[src/udic_map.svh]
`ifndef UDIC_MAP_SVH
`define UDIC_MAP_SVH
// Register offsets
`define UDIC_OFS_DIV_LOW      3'h0
`define UDIC_OFS_DIV_HIGH     3'h1
`define UDIC_OFS_IRQ_MASK     3'h1
`define UDIC_OFS_FIFO_CTRL    3'h2
`define UDIC_OFS_PEND_CODE    3'h2
// Field positions
`define UDIC_BIT_BAUD_SEL     7
`define UDIC_BIT_MODEM_EN     3
`define UDIC_BIT_LINE_EN      2
`define UDIC_BIT_THRE_EN      1
`define UDIC_BIT_RX_REQUEST_PIN_EN     0
`define UDIC_BIT_DMA_SEL      3
`define UDIC_BIT_TX_FLUSH     2
`define UDIC_BIT_RX_FLUSH     1
`define UDIC_BIT_Q_EN         0
`define UDIC_IRQ_EN_MASK      8'h0F
// Reset values
`define UDIC_RST_DIV_LOW      8'h00
`define UDIC_RST_DIV_HIGH     8'h00
`define UDIC_RST_IRQ_MASK     8'h00
`define UDIC_RST_FIFO_CTRL    8'h00
// Receive thresholds in bytes
`define UDIC_THR_0            5'h01
`define UDIC_THR_1            5'h04
`define UDIC_THR_2            5'h08
`define UDIC_THR_3            5'h0E
// Identification codes, bits 3:0
`define UDIC_ID_NONE          4'h1
`define UDIC_ID_LINE          4'h6
`define UDIC_ID_RXDATA        4'h4
`define UDIC_ID_TIMEOUT       4'hC
`define UDIC_ID_THRE          4'h2
`define UDIC_ID_MODEM         4'h0
`endif

[src/udic_pkg.sv]
package udic_pkg;
   // Interrupt sources as seen by the priority logic
   typedef struct packed {
      logic line_err;
      logic rx_data;
      logic rx_timeout;
      logic thre;
      logic modem;
   } udic_src_type;
   // Flush and mode strobes toward the queues
   typedef struct packed {
      logic tx_flush;
      logic rx_flush;
      logic enable;
   } udic_queue_type;
   typedef enum logic [1:0] {
      UDIC_THR_1B,
      UDIC_THR_4B,
      UDIC_THR_8B,
      UDIC_THR_14B
   } udic_thr_type;
endpackage : udic_pkg

[src/udic_ctrl.sv]
// The implementer's own choice: the address-and-strobe port.
`timescale 1ns/1ps
// Functional notes
// - Divisor low byte at offset 0 when divisor latch set, RW, resets zero.
// - Divisor upper seven bits at offset 1 bits 6:0 when latch set, RW.
// - Clock source low: divisor-high bit 7 picks slow (0) or fast (1) base.
// - Clock source high: baud select bit is ignored.
// - Mask bit 3 enables modem status change interrupt.
// - Mask bit 2 enables receive line error interrupt.
// - Mask bit 1 enables transmit holding empty interrupt.
// - Mask bit 0 enables receive data and, in queue mode, timeout interrupt.
// - All mask bits clear suppresses interrupt output and identification.
// - Queue control is write-only at 02h; reads return identification.
// - Control bit 3 accepted but has no effect.
// - Control bit 2 flushes transmit queue; self-clearing.
// - Control bit 1 flushes receive queue; self-clearing.
// - Control bit 0 enables queues; zero disables and discards them.
// - Leaving queue mode flushes both queues.
// - Other control bits take effect only when bit 0 set in same write.
// - Bits 7:6 set receive threshold 1, 4, 8 or 14 bytes.
// - Four priority levels: line status highest, receive data second.
// - Transmit holding empty third, modem status fourth and lowest.
// - In queue mode a timeout shows bit 3 together with bit 2.
module udic_ctrl
   import udic_pkg::*;
(
   input  wire logic        CLK,
   input  wire logic        NRST,
   input  wire logic [2:0]  ADDR,
   input  wire logic [7:0]  WDATA,
   input  wire logic        WR,
   input  wire logic        RD,
   output      logic [7:0]  RDATA,
   input  wire logic        DIV_LATCH,
   input  wire logic        CLOCK_SOURCE_SELECT_SEL,
   input  wire udic_src_type SRC,
   output      logic [14:0] DIVISOR,
   output      logic        BAUD_FAST,
   output      logic        Q_ENABLE,
   output      logic        TX_FLUSH,
   output      logic        RX_FLUSH,
   output      logic [4:0]  RX_THRESHOLD,
   output      logic        IRQ
);
`include "udic_map.svh"

   logic [7:0]     div_low_reg;
   logic [7:0]     div_high_reg;
   logic [3:0]     irq_mask_reg;
   logic           q_en_reg;
   logic           dma_sel_reg;
   udic_thr_type   thr_reg;
   udic_queue_type flush_reg;
   logic [7:0]     rdata_reg;
   logic           latch_s2_reg;
   logic           src_s2_reg;
   udic_src_type   src_s2_q;
   logic [6:0]     sync_in;
   logic           sync_s1_reg [7];
   logic           sync_s2_reg [7];
   udic_thr_type   thr_sel;
   logic [4:0]     thr_bytes;
   logic [4:0]     rx_thr_reg;
   logic           wr_div_low, wr_div_high, wr_mask, wr_fifo;
   logic [3:0]     pend_code;
   logic [7:0]     id_byte;
   logic           q_en_next;

   // Latch, clock source and the five sources arrive from other logic
   // that may run on another clock; every bit passes two flops so that
   // a metastable level never reaches the decode or the priority logic
   assign sync_in = {DIV_LATCH, CLOCK_SOURCE_SELECT_SEL, SRC};

   // One two-flop chain per bit; only the second flop is read
   for (genvar g = 0; g < 7; g++) begin : gen_sync
      always_ff @(posedge CLK or negedge NRST) begin
         if (!NRST) begin
            sync_s1_reg[g] <= 1'b0;
            sync_s2_reg[g] <= 1'b0;
         end else begin
            sync_s1_reg[g] <= sync_in[g];
            sync_s2_reg[g] <= sync_s1_reg[g];
         end
      end
   end

   // Synchronised views; bit order follows the source struct
   assign latch_s2_reg = sync_s2_reg[6];
   assign src_s2_reg   = sync_s2_reg[5];
   assign src_s2_q     = {sync_s2_reg[4], sync_s2_reg[3], sync_s2_reg[2],
                          sync_s2_reg[1], sync_s2_reg[0]};

   // Write decode; the divisor latch steers offsets 0 and 1
   assign wr_div_low  = WR && ADDR == `UDIC_OFS_DIV_LOW && latch_s2_reg;
   assign wr_div_high = WR && ADDR == `UDIC_OFS_DIV_HIGH && latch_s2_reg;
   assign wr_mask     = WR && ADDR == `UDIC_OFS_IRQ_MASK && !latch_s2_reg;
   assign wr_fifo     = WR && ADDR == `UDIC_OFS_FIFO_CTRL;

   // Divisor bytes including the baud base select in bit 7
   always_ff @(posedge CLK or negedge NRST) begin
      if (!NRST) begin
         div_low_reg  <= `UDIC_RST_DIV_LOW;
         div_high_reg <= `UDIC_RST_DIV_HIGH;
      end else begin
         if (wr_div_low)
            div_low_reg <= WDATA;
         if (wr_div_high)
            div_high_reg <= WDATA;
      end
   end

   assign DIVISOR   = {div_high_reg[6:0], div_low_reg};
   // External clock source overrides the select bit
   assign BAUD_FAST = !src_s2_reg && div_high_reg[`UDIC_BIT_BAUD_SEL];

   // Interrupt mask; upper nibble is not stored at all
   always_ff @(posedge CLK or negedge NRST) begin
      if (!NRST)
         irq_mask_reg <= 4'(`UDIC_RST_IRQ_MASK & `UDIC_IRQ_EN_MASK);
      else if (wr_mask)
         irq_mask_reg <= WDATA[3:0];
   end

   // Bit 0 is always taken; the queue enable itself lives in flush_reg
   assign q_en_next = WDATA[`UDIC_BIT_Q_EN];
   assign q_en_reg  = flush_reg.enable;
   assign thr_sel   = udic_thr_type'(WDATA[7:6]);

   // Other fields only land when bit 0 is set in the same write
   // The mode select bit is stored but drives nothing: no request pins
   always_ff @(posedge CLK or negedge NRST) begin
      if (!NRST) begin
         dma_sel_reg <= 1'b0;
         thr_reg     <= UDIC_THR_1B;
         rx_thr_reg  <= `UDIC_THR_0;
      end else if (wr_fifo && q_en_next) begin
         dma_sel_reg <= WDATA[`UDIC_BIT_DMA_SEL];
         thr_reg     <= thr_sel;
         rx_thr_reg  <= thr_bytes;
      end
   end

   // Flush strobes last one cycle; leaving queue mode flushes both
   always_ff @(posedge CLK or negedge NRST) begin
      if (!NRST)
         flush_reg <= '0;
      else begin
         flush_reg.enable   <= wr_fifo ? q_en_next : flush_reg.enable;
         flush_reg.tx_flush <= wr_fifo && ((q_en_next && WDATA[`UDIC_BIT_TX_FLUSH])
                               || !q_en_next);
         flush_reg.rx_flush <= wr_fifo && ((q_en_next && WDATA[`UDIC_BIT_RX_FLUSH])
                               || !q_en_next);
      end
   end

   assign Q_ENABLE = q_en_reg;
   assign TX_FLUSH = flush_reg.tx_flush;
   assign RX_FLUSH = flush_reg.rx_flush;

   // Threshold decode of the written field, ahead of the holding flop
   always_comb begin
      unique case (thr_sel)
         UDIC_THR_1B:  thr_bytes = `UDIC_THR_0;
         UDIC_THR_4B:  thr_bytes = `UDIC_THR_1;
         UDIC_THR_8B:  thr_bytes = `UDIC_THR_2;
         UDIC_THR_14B: thr_bytes = `UDIC_THR_3;
      endcase
   end

   // Byte count comes from a flop so the output never glitches
   assign RX_THRESHOLD = rx_thr_reg;

   // Priority encoder; masked sources never reach the code
   always_comb begin
      if (src_s2_q.line_err && irq_mask_reg[`UDIC_BIT_LINE_EN])
         pend_code = `UDIC_ID_LINE;
      else if (src_s2_q.rx_data && irq_mask_reg[`UDIC_BIT_RX_REQUEST_PIN_EN])
         pend_code = `UDIC_ID_RXDATA;
      else if (src_s2_q.rx_timeout && q_en_reg && irq_mask_reg[`UDIC_BIT_RX_REQUEST_PIN_EN])
         pend_code = `UDIC_ID_TIMEOUT;
      else if (src_s2_q.thre && irq_mask_reg[`UDIC_BIT_THRE_EN])
         pend_code = `UDIC_ID_THRE;
      else if (src_s2_q.modem && irq_mask_reg[`UDIC_BIT_MODEM_EN])
         pend_code = `UDIC_ID_MODEM;
      else
         pend_code = `UDIC_ID_NONE;
   end

   assign id_byte = {{2{q_en_reg}}, 2'b00, pend_code};

   // Read data one cycle after the strobe; unmapped offsets read zero
   always_ff @(posedge CLK or negedge NRST) begin
      if (!NRST)
         rdata_reg <= 8'h00;
      else if (RD) begin
         unique case (ADDR)
            `UDIC_OFS_DIV_LOW:  rdata_reg <= latch_s2_reg ? div_low_reg : 8'h00;
            `UDIC_OFS_DIV_HIGH: rdata_reg <= latch_s2_reg ? div_high_reg
                                             : {4'h0, irq_mask_reg};
            `UDIC_OFS_PEND_CODE: rdata_reg <= id_byte;
            default:            rdata_reg <= 8'h00;
         endcase
      end
   end

   assign RDATA = rdata_reg;
   assign IRQ   = pend_code[0] == 1'b0;

   // Checks below watch only what this block drives; they are all on the
   // core clock and are switched off while reset is low, so the first
   // edge after release compares against reset values only

   // A divisor low write shows on the output one cycle later
   chk_div_write: assert property (@(posedge CLK) disable iff (!NRST)
      wr_div_low |=> DIVISOR[7:0] == $past(WDATA))
      else $error("divisor low not written");

   // Without a low-byte write the low byte holds
   chk_div_low_hold: assert property (@(posedge CLK) disable iff (!NRST)
      !wr_div_low |=> $stable(DIVISOR[7:0]))
      else $error("divisor low changed without write");

   // Upper divisor bits follow bits 6:0 of the written byte
   chk_div_high: assert property (@(posedge CLK) disable iff (!NRST)
      wr_div_high |=> DIVISOR[14:8] == $past(WDATA[6:0]))
      else $error("divisor high not written");

   // Without a high-byte write the upper bits hold
   chk_div_high_hold: assert property (@(posedge CLK) disable iff (!NRST)
      !wr_div_high |=> $stable(DIVISOR[14:8]))
      else $error("divisor high changed without write");

   // With the internal source, the stored select bit picks the base
   chk_baud_sel: assert property (@(posedge CLK) disable iff (!NRST)
      !src_s2_reg |-> BAUD_FAST == div_high_reg[`UDIC_BIT_BAUD_SEL])
      else $error("baud base not from select bit");

   // With the external source, the select bit has no say
   chk_baud_src: assert property (@(posedge CLK) disable iff (!NRST)
      src_s2_reg |-> !BAUD_FAST)
      else $error("baud select not ignored");

   // A masked modem change never becomes the pending code
   chk_modem_en: assert property (@(posedge CLK) disable iff (!NRST)
      !irq_mask_reg[`UDIC_BIT_MODEM_EN] |-> pend_code != `UDIC_ID_MODEM)
      else $error("modem interrupt while disabled");

   // A masked line error never becomes the pending code
   chk_line_en: assert property (@(posedge CLK) disable iff (!NRST)
      !irq_mask_reg[`UDIC_BIT_LINE_EN] |-> pend_code != `UDIC_ID_LINE)
      else $error("line interrupt while disabled");

   // A masked holding-empty never becomes the pending code
   chk_thre_en: assert property (@(posedge CLK) disable iff (!NRST)
      !irq_mask_reg[`UDIC_BIT_THRE_EN] |-> pend_code != `UDIC_ID_THRE)
      else $error("holding empty interrupt while disabled");

   // Bit 0 gates both receive data and the timeout
   chk_rx_en: assert property (@(posedge CLK) disable iff (!NRST)
      !irq_mask_reg[`UDIC_BIT_RX_REQUEST_PIN_EN] |->
      pend_code != `UDIC_ID_RXDATA && pend_code != `UDIC_ID_TIMEOUT)
      else $error("receive interrupt while disabled");

   // An all-clear mask keeps the interrupt line quiet
   chk_irq_none: assert property (@(posedge CLK) disable iff (!NRST)
      irq_mask_reg == 4'h0 |-> !IRQ)
      else $error("interrupt with mask clear");

   // The offset 02h read always returns the identification byte
   chk_read_id: assert property (@(posedge CLK) disable iff (!NRST)
      RD && ADDR == `UDIC_OFS_PEND_CODE |=> RDATA == $past(id_byte))
      else $error("identification read wrong");

   // Transmit flush only ever follows a control write
   chk_flush_pulse: assert property (@(posedge CLK) disable iff (!NRST)
      TX_FLUSH && !$past(wr_fifo) |-> 1'b0)
      else $error("transmit flush not from write");

   // Requested transmit flush fires the cycle after the write
   chk_tx_flush_set: assert property (@(posedge CLK) disable iff (!NRST)
      wr_fifo && WDATA[`UDIC_BIT_Q_EN] && WDATA[`UDIC_BIT_TX_FLUSH] |=> TX_FLUSH)
      else $error("transmit flush missing");

   // Flush strobes clear themselves when no write is taken
   chk_flush_clear: assert property (@(posedge CLK) disable iff (!NRST)
      !wr_fifo |=> !TX_FLUSH && !RX_FLUSH)
      else $error("flush strobe not self-clearing");

   // Requested receive flush fires the cycle after the write
   chk_rx_flush_set: assert property (@(posedge CLK) disable iff (!NRST)
      wr_fifo && WDATA[`UDIC_BIT_Q_EN] && WDATA[`UDIC_BIT_RX_FLUSH] |=> RX_FLUSH)
      else $error("receive flush missing");

   // Receive flush only ever follows a control write
   chk_rx_flush_src: assert property (@(posedge CLK) disable iff (!NRST)
      RX_FLUSH |-> $past(wr_fifo))
      else $error("receive flush not from write");

   // Queue mode follows bit 0 of every control write
   chk_q_enable: assert property (@(posedge CLK) disable iff (!NRST)
      wr_fifo |=> Q_ENABLE == $past(WDATA[`UDIC_BIT_Q_EN]))
      else $error("queue enable not written");

   // Leaving queue mode flushes both queues
   chk_leave_flush: assert property (@(posedge CLK) disable iff (!NRST)
      wr_fifo && !WDATA[0] |=> RX_FLUSH && TX_FLUSH && !Q_ENABLE)
      else $error("queues not flushed on disable");

   // A write with bit 0 low leaves the threshold alone
   chk_thr_keep: assert property (@(posedge CLK) disable iff (!NRST)
      wr_fifo && !WDATA[0] |=> $stable(RX_THRESHOLD))
      else $error("threshold changed without enable");

   // Top threshold code gives fourteen bytes
   chk_thr_top: assert property (@(posedge CLK) disable iff (!NRST)
      wr_fifo && WDATA[`UDIC_BIT_Q_EN] && WDATA[7:6] == 2'b11 |=>
      RX_THRESHOLD == `UDIC_THR_3)
      else $error("top threshold wrong");

   // An enabled line error outranks everything
   chk_line_first: assert property (@(posedge CLK) disable iff (!NRST)
      src_s2_q.line_err && irq_mask_reg[2] |-> pend_code == `UDIC_ID_LINE)
      else $error("line status not highest");

   // Receive data is second, below an enabled line error only
   chk_rx_second: assert property (@(posedge CLK) disable iff (!NRST)
      src_s2_q.rx_data && irq_mask_reg[`UDIC_BIT_RX_REQUEST_PIN_EN] &&
      !(src_s2_q.line_err && irq_mask_reg[`UDIC_BIT_LINE_EN]) |->
      pend_code == `UDIC_ID_RXDATA)
      else $error("receive data not second");

   // Modem status never wins over an enabled holding-empty
   chk_modem_last: assert property (@(posedge CLK) disable iff (!NRST)
      pend_code == `UDIC_ID_MODEM |->
      !(src_s2_q.thre && irq_mask_reg[`UDIC_BIT_THRE_EN]))
      else $error("modem status not lowest");

   // The timeout code only appears in queue mode
   chk_timeout_mode: assert property (@(posedge CLK) disable iff (!NRST)
      pend_code == `UDIC_ID_TIMEOUT |-> Q_ENABLE)
      else $error("timeout outside queue mode");

   // Writes with the latch set never reach the mask
   chk_mask_steer: assert property (@(posedge CLK) disable iff (!NRST)
      WR && latch_s2_reg |=> $stable(irq_mask_reg))
      else $error("mask written through divisor window");

   // Writes with the latch clear never reach the divisor
   chk_div_steer: assert property (@(posedge CLK) disable iff (!NRST)
      WR && !latch_s2_reg |=> $stable(DIVISOR))
      else $error("divisor written through mask window");

   // Reserved mask bits read back as zero
   chk_mask_upper: assert property (@(posedge CLK) disable iff (!NRST)
      RD && ADDR == `UDIC_OFS_IRQ_MASK && !latch_s2_reg |=> RDATA[7:4] == 4'h0)
      else $error("reserved mask bits nonzero");

   // Main scenarios worth seeing at least once
   cov_timeout: cover property (@(posedge CLK) disable iff (!NRST)
      pend_code == `UDIC_ID_TIMEOUT);
   cov_rx_flush: cover property (@(posedge CLK) disable iff (!NRST) RX_FLUSH && Q_ENABLE);
   cov_fast: cover property (@(posedge CLK) disable iff (!NRST) BAUD_FAST);
   cov_modem: cover property (@(posedge CLK) disable iff (!NRST) IRQ && pend_code == 4'h0);
   cov_thr_top: cover property (@(posedge CLK) disable iff (!NRST)
      thr_reg == UDIC_THR_14B);
endmodule : udic_ctrl

[config.mk]
export PLATFORM = sky130hd
export DESIGN_NAME = udic_ctrl
export DESIGN_NICKNAME = d
export VERILOG_FILES = /design/src/udic_pkg.sv /design/src/udic_ctrl.sv
export VERILOG_INCLUDE_DIRS = /design/src
export SDC_FILE = /design/constraint.sdc
export NUM_CORES = 1
export LEC_CHECK = 0
export ABC_AREA = 1
export ABC_CLOCK_PERIOD_IN_PS = 1500
export BUFFER_PORTS_ARGS = -buffer_cell sky130_fd_sc_hd__buf_2
export CORE_MARGIN = 2
export CORE_UTILIZATION = 52
export DETAILED_ROUTE_END_ITERATION = 6
export GPL_ROUTABILITY_DRIVEN = 0
export GPL_TIMING_DRIVEN = 0
export PLACE_DENSITY = 0.79
export SYNTH_ARGS = -nofsm -noshare
export SYNTH_HDL_FRONTEND = slang
export SYNTH_SLANG_ARGS = --single-unit
[constraint.sdc]
create_clock -name CLK -period 1.5 [get_ports CLK]
set_clock_uncertainty 0.2 [all_clocks]
set_input_delay 0.225 -clock CLK [delete_from_list [all_inputs] [get_ports CLK]]
set_output_delay 0.225 -clock CLK [all_outputs]
set_load 0.01 [all_outputs]
==> results.sh <==
export IMPL_status="finished with violations"
export IMPL_violations="hold timing, setup timing"
export IMPL_first_pass_iters=5
export IMPL_numCtsBuffers=5
export IMPL_antenna_found_initial=0
export IMPL_synthMuxAreaShare=0
export IMPL_core_area_um2=3940
export IMPL_critPathLaunchType="flip-flop"
export IMPL_p_clk_frac=0.245
export IMPL_r2r_end="div_low_reg[4]"
export IMPL_synth_top_family_by_area="simple AND/OR/NAND/NOR gates"
export IMPL_layout_common_cells="83 x nand2_1, 52 x buf_2, 47 x dfrtp_1"
export IMPL_ys_top_cells_by_area="dfrtp_1 58%, nand2_1 15%, inv_1 4.0%"
export IMPL_vias=1802
export IMPL_worstMarginPinSlew_ps=1040
export IMPL_period_share=1.11
export IMPL_drive_gt1_frac=0.303
export IMPL_dieHeight_um=67.4
export IMPL_synth_xor_area_share=0
export IMPL_hold_viol_final=48
export IMPL_hp_class="in2async"
export IMPL_num_rows=23
export IMPL_grt_pass1_vias=1563
export IMPL_synth_top_area_frac=0.575
export IMPL_combinationalPowerShare=0.229
export IMPL_wl_per_cell_um=12.4
export IMPL_htreeDepth=2
export IMPL_p_leak_nw=1.46
export IMPL_relSlewSlack=0.304
export IMPL_fin_crit_ps=1660
export IMPL_grt_max_degree=50
export IMPL_clockBufferDepth=2
export IMPL_synth_seq_cells=49
export IMPL_fmax_mhz=602
export IMPL_setup_viol=1
export IMPL_reg2reg_depth=5
export IMPL_instances_no_fill=364
export IMPL_critPathCaptureType="primary output"
export IMPL_postCtsHoldBufs=12
export IMPL_overflow=0
export IMPL_worstPathArrival_ps=1240
export IMPL_drcViolationCount=0
export IMPL_area_growth_pct=28.8
export IMPL_viasPerCell=4.95
export IMPL_yosys_warnings=0
export IMPL_seqPwrFrac=0.526
export IMPL_drt_iter0_markers=99
export IMPL_path_clk_slew_ps=90
export IMPL_reg2reg_slack_ps=100
export IMPL_root_buffer="clkbuf_8"
export IMPL_yosysTopAreaCell="dfrtp_1"
export IMPL_multi_input_area_um2=698
export IMPL_p_per_area_nw_per_um2=1150
export IMPL_post_place_ws_ps=-126
export IMPL_numPortBuffers=52
export IMPL_layout_commonest_cell="nand2_1"
export IMPL_syn_area_um2=2090
export IMPL_synth_simple_area_share=0.241
export IMPL_cts_sinks=49
export IMPL_routed_wl_um=4500
export IMPL_cap_violations=0
export IMPL_n_antenna_cell=0
export IMPL_dp_cells=337
export IMPL_synth_fa_ha_area_frac=0
export IMPL_clk_latency_ps=300
export IMPL_io_pins=55
export IMPL_drv_slew=0
export IMPL_track_usage=0.207
export IMPL_vdd_drop_max_uv=723
export IMPL_synth_distinct_cells=24
export IMPL_crit_required_ps=1070
export IMPL_cts_tree="yes"
export IMPL_seq_area_frac_synth=0.588
export IMPL_fin_hold_ws_ps=-95.4
export IMPL_critPathKind="reg2out"
export IMPL_dp_hpwl_um=3060
export IMPL_seq_area_um2=1230
export IMPL_critPathMaxFanout=4
export IMPL_reg2reg_from="latch_s2_reg"
export IMPL_grt_setup_unrepaired="true"
export IMPL_synth_compound_area_share=0.0839
export IMPL_fin_ws_ps=-162
export IMPL_n_fill_cell=323
export IMPL_syn_instance_count=235
export IMPL_sw_frac_of_total=0.301
export IMPL_internal_power_mw=2.16
export IMPL_synth_nets=257
export IMPL_startpoint="irq_mask_reg[0]"
export IMPL_dieArea_um2=4540
export IMPL_syn_avg_cell_area_um2=8.89
export IMPL_grt_pass1_wl_um=6840
export IMPL_ant_nets=0
export IMPL_nets=335
export IMPL_die_w_um=67.4
export IMPL_endpoint="IRQ"
export IMPL_start_util=0.530
export IMPL_switchingPower_mw=0.929
-- critical path, cell delays in order (launching register included) --
cell	delay, ps
dfrtp_1	420
nand2_2	90
nand2_2	80
nor2_2	130
nand2_1	70
buf_2	140
-- cell usage after synthesis --
library cell / count
dfstp_2: 1
o21a_1: 6
clkbuf_1: 1
buf_4: 9
nor3_2: 1
o22ai_1: 2
buf_2: 1
dfrtp_1: 48
nor2_2: 1
a21oi_1: 2
nor2_4: 1
nor2_1: 12
nand3_2: 1
inv_2: 2
conb_1: 1
nor3_4: 1
o21ai_1: 9
o21ai_0: 9
a21oi_2: 2
nand2_1: 85
buf_6: 1
nand3_1: 16
inv_1: 22
nand2_2: 1
-- stage by stage --
stage	TNS (ps)	hold slack, ps	util	cell area, um^2	total power, mW
after CTS	-169	-58.9	0.666	2630	3.07
after global routing	-236	-12.3	0.682	2690	3.26
after global placement	-724	132	0.612	2410	2.26
after floorplan	0	-271	-	2090	2.01
after detailed placement	-1120	134	0.612	2410	2.29
final	-162	-95.4	0.682	2690	3.09
-- cells by family (layout without fill, tap and decap cells) --
kind of cell / count (synthesis) / after routing
AND/OR/NAND/NOR: 119 / 119
flip-flops: 49 / 49
buffers and inverters: 36 / 115
AO/OA/AOI/OAI: 30 / 30
other: 1 / 1
-- power groups by stage --
stage                     clock network, mW  registers [mW]  logic [mW]
after floorplan                           0            1.67       0.341
after global placement                    0            1.64       0.621
after detailed placement                  0            1.65       0.637
after CTS                             0.773            1.62       0.673
after global routing                  0.815            1.65       0.795
final                                 0.757            1.63       0.708
-- metal layers --
metal,part of all wire,GRT usage
met1,0.43,0.253
met2,0.50,0.348
met3,0.047,0.0433
met4,0.023,0.105
met5,0,0
-- what timing repair did --
| item | in CTS | in global routing |
|---|---|---|
| pin swaps | 2 | 6 |
| hold endpoints to repair | 62 | 32 |
| setup endpoints to repair | 9 | 12 |
| gates resized for setup | 0 | 7 |
| setup buffers | 1 | 7 |
-- cell type report --
class / count / share of cell area
repair buffers: 71 / 0.161
well taps: 50 / 0.0233
inverters: 24 / 0.0335
clock inverters: 3 / 0.00651
flip-flops and latches: 49 / 0.457
multi-input cells: 150 / 0.260
plain buffers: 12 / 0.0335
clock buffers: 5 / 0.0256
-- worst min path at each step --
stage / startpoint / end / slack (ps) / cells past startpoint
floorplan: NRST / Q_ENABLE / -270 / 0
global placement: sync_s1_reg[5] / src_s2_q[1] / 130 / 0
detailed placement: DIV_LATCH / sync_s1_reg[0] / 130 / 1
CTS: NRST / RX_THRESHOLD[1] / -60 / 1
global route: NRST / RX_THRESHOLD[3] / -10 / 1
finish: NRST / RDATA[7] / -100 / 1
Note: power is estimated with default switching activity, not from simulation.
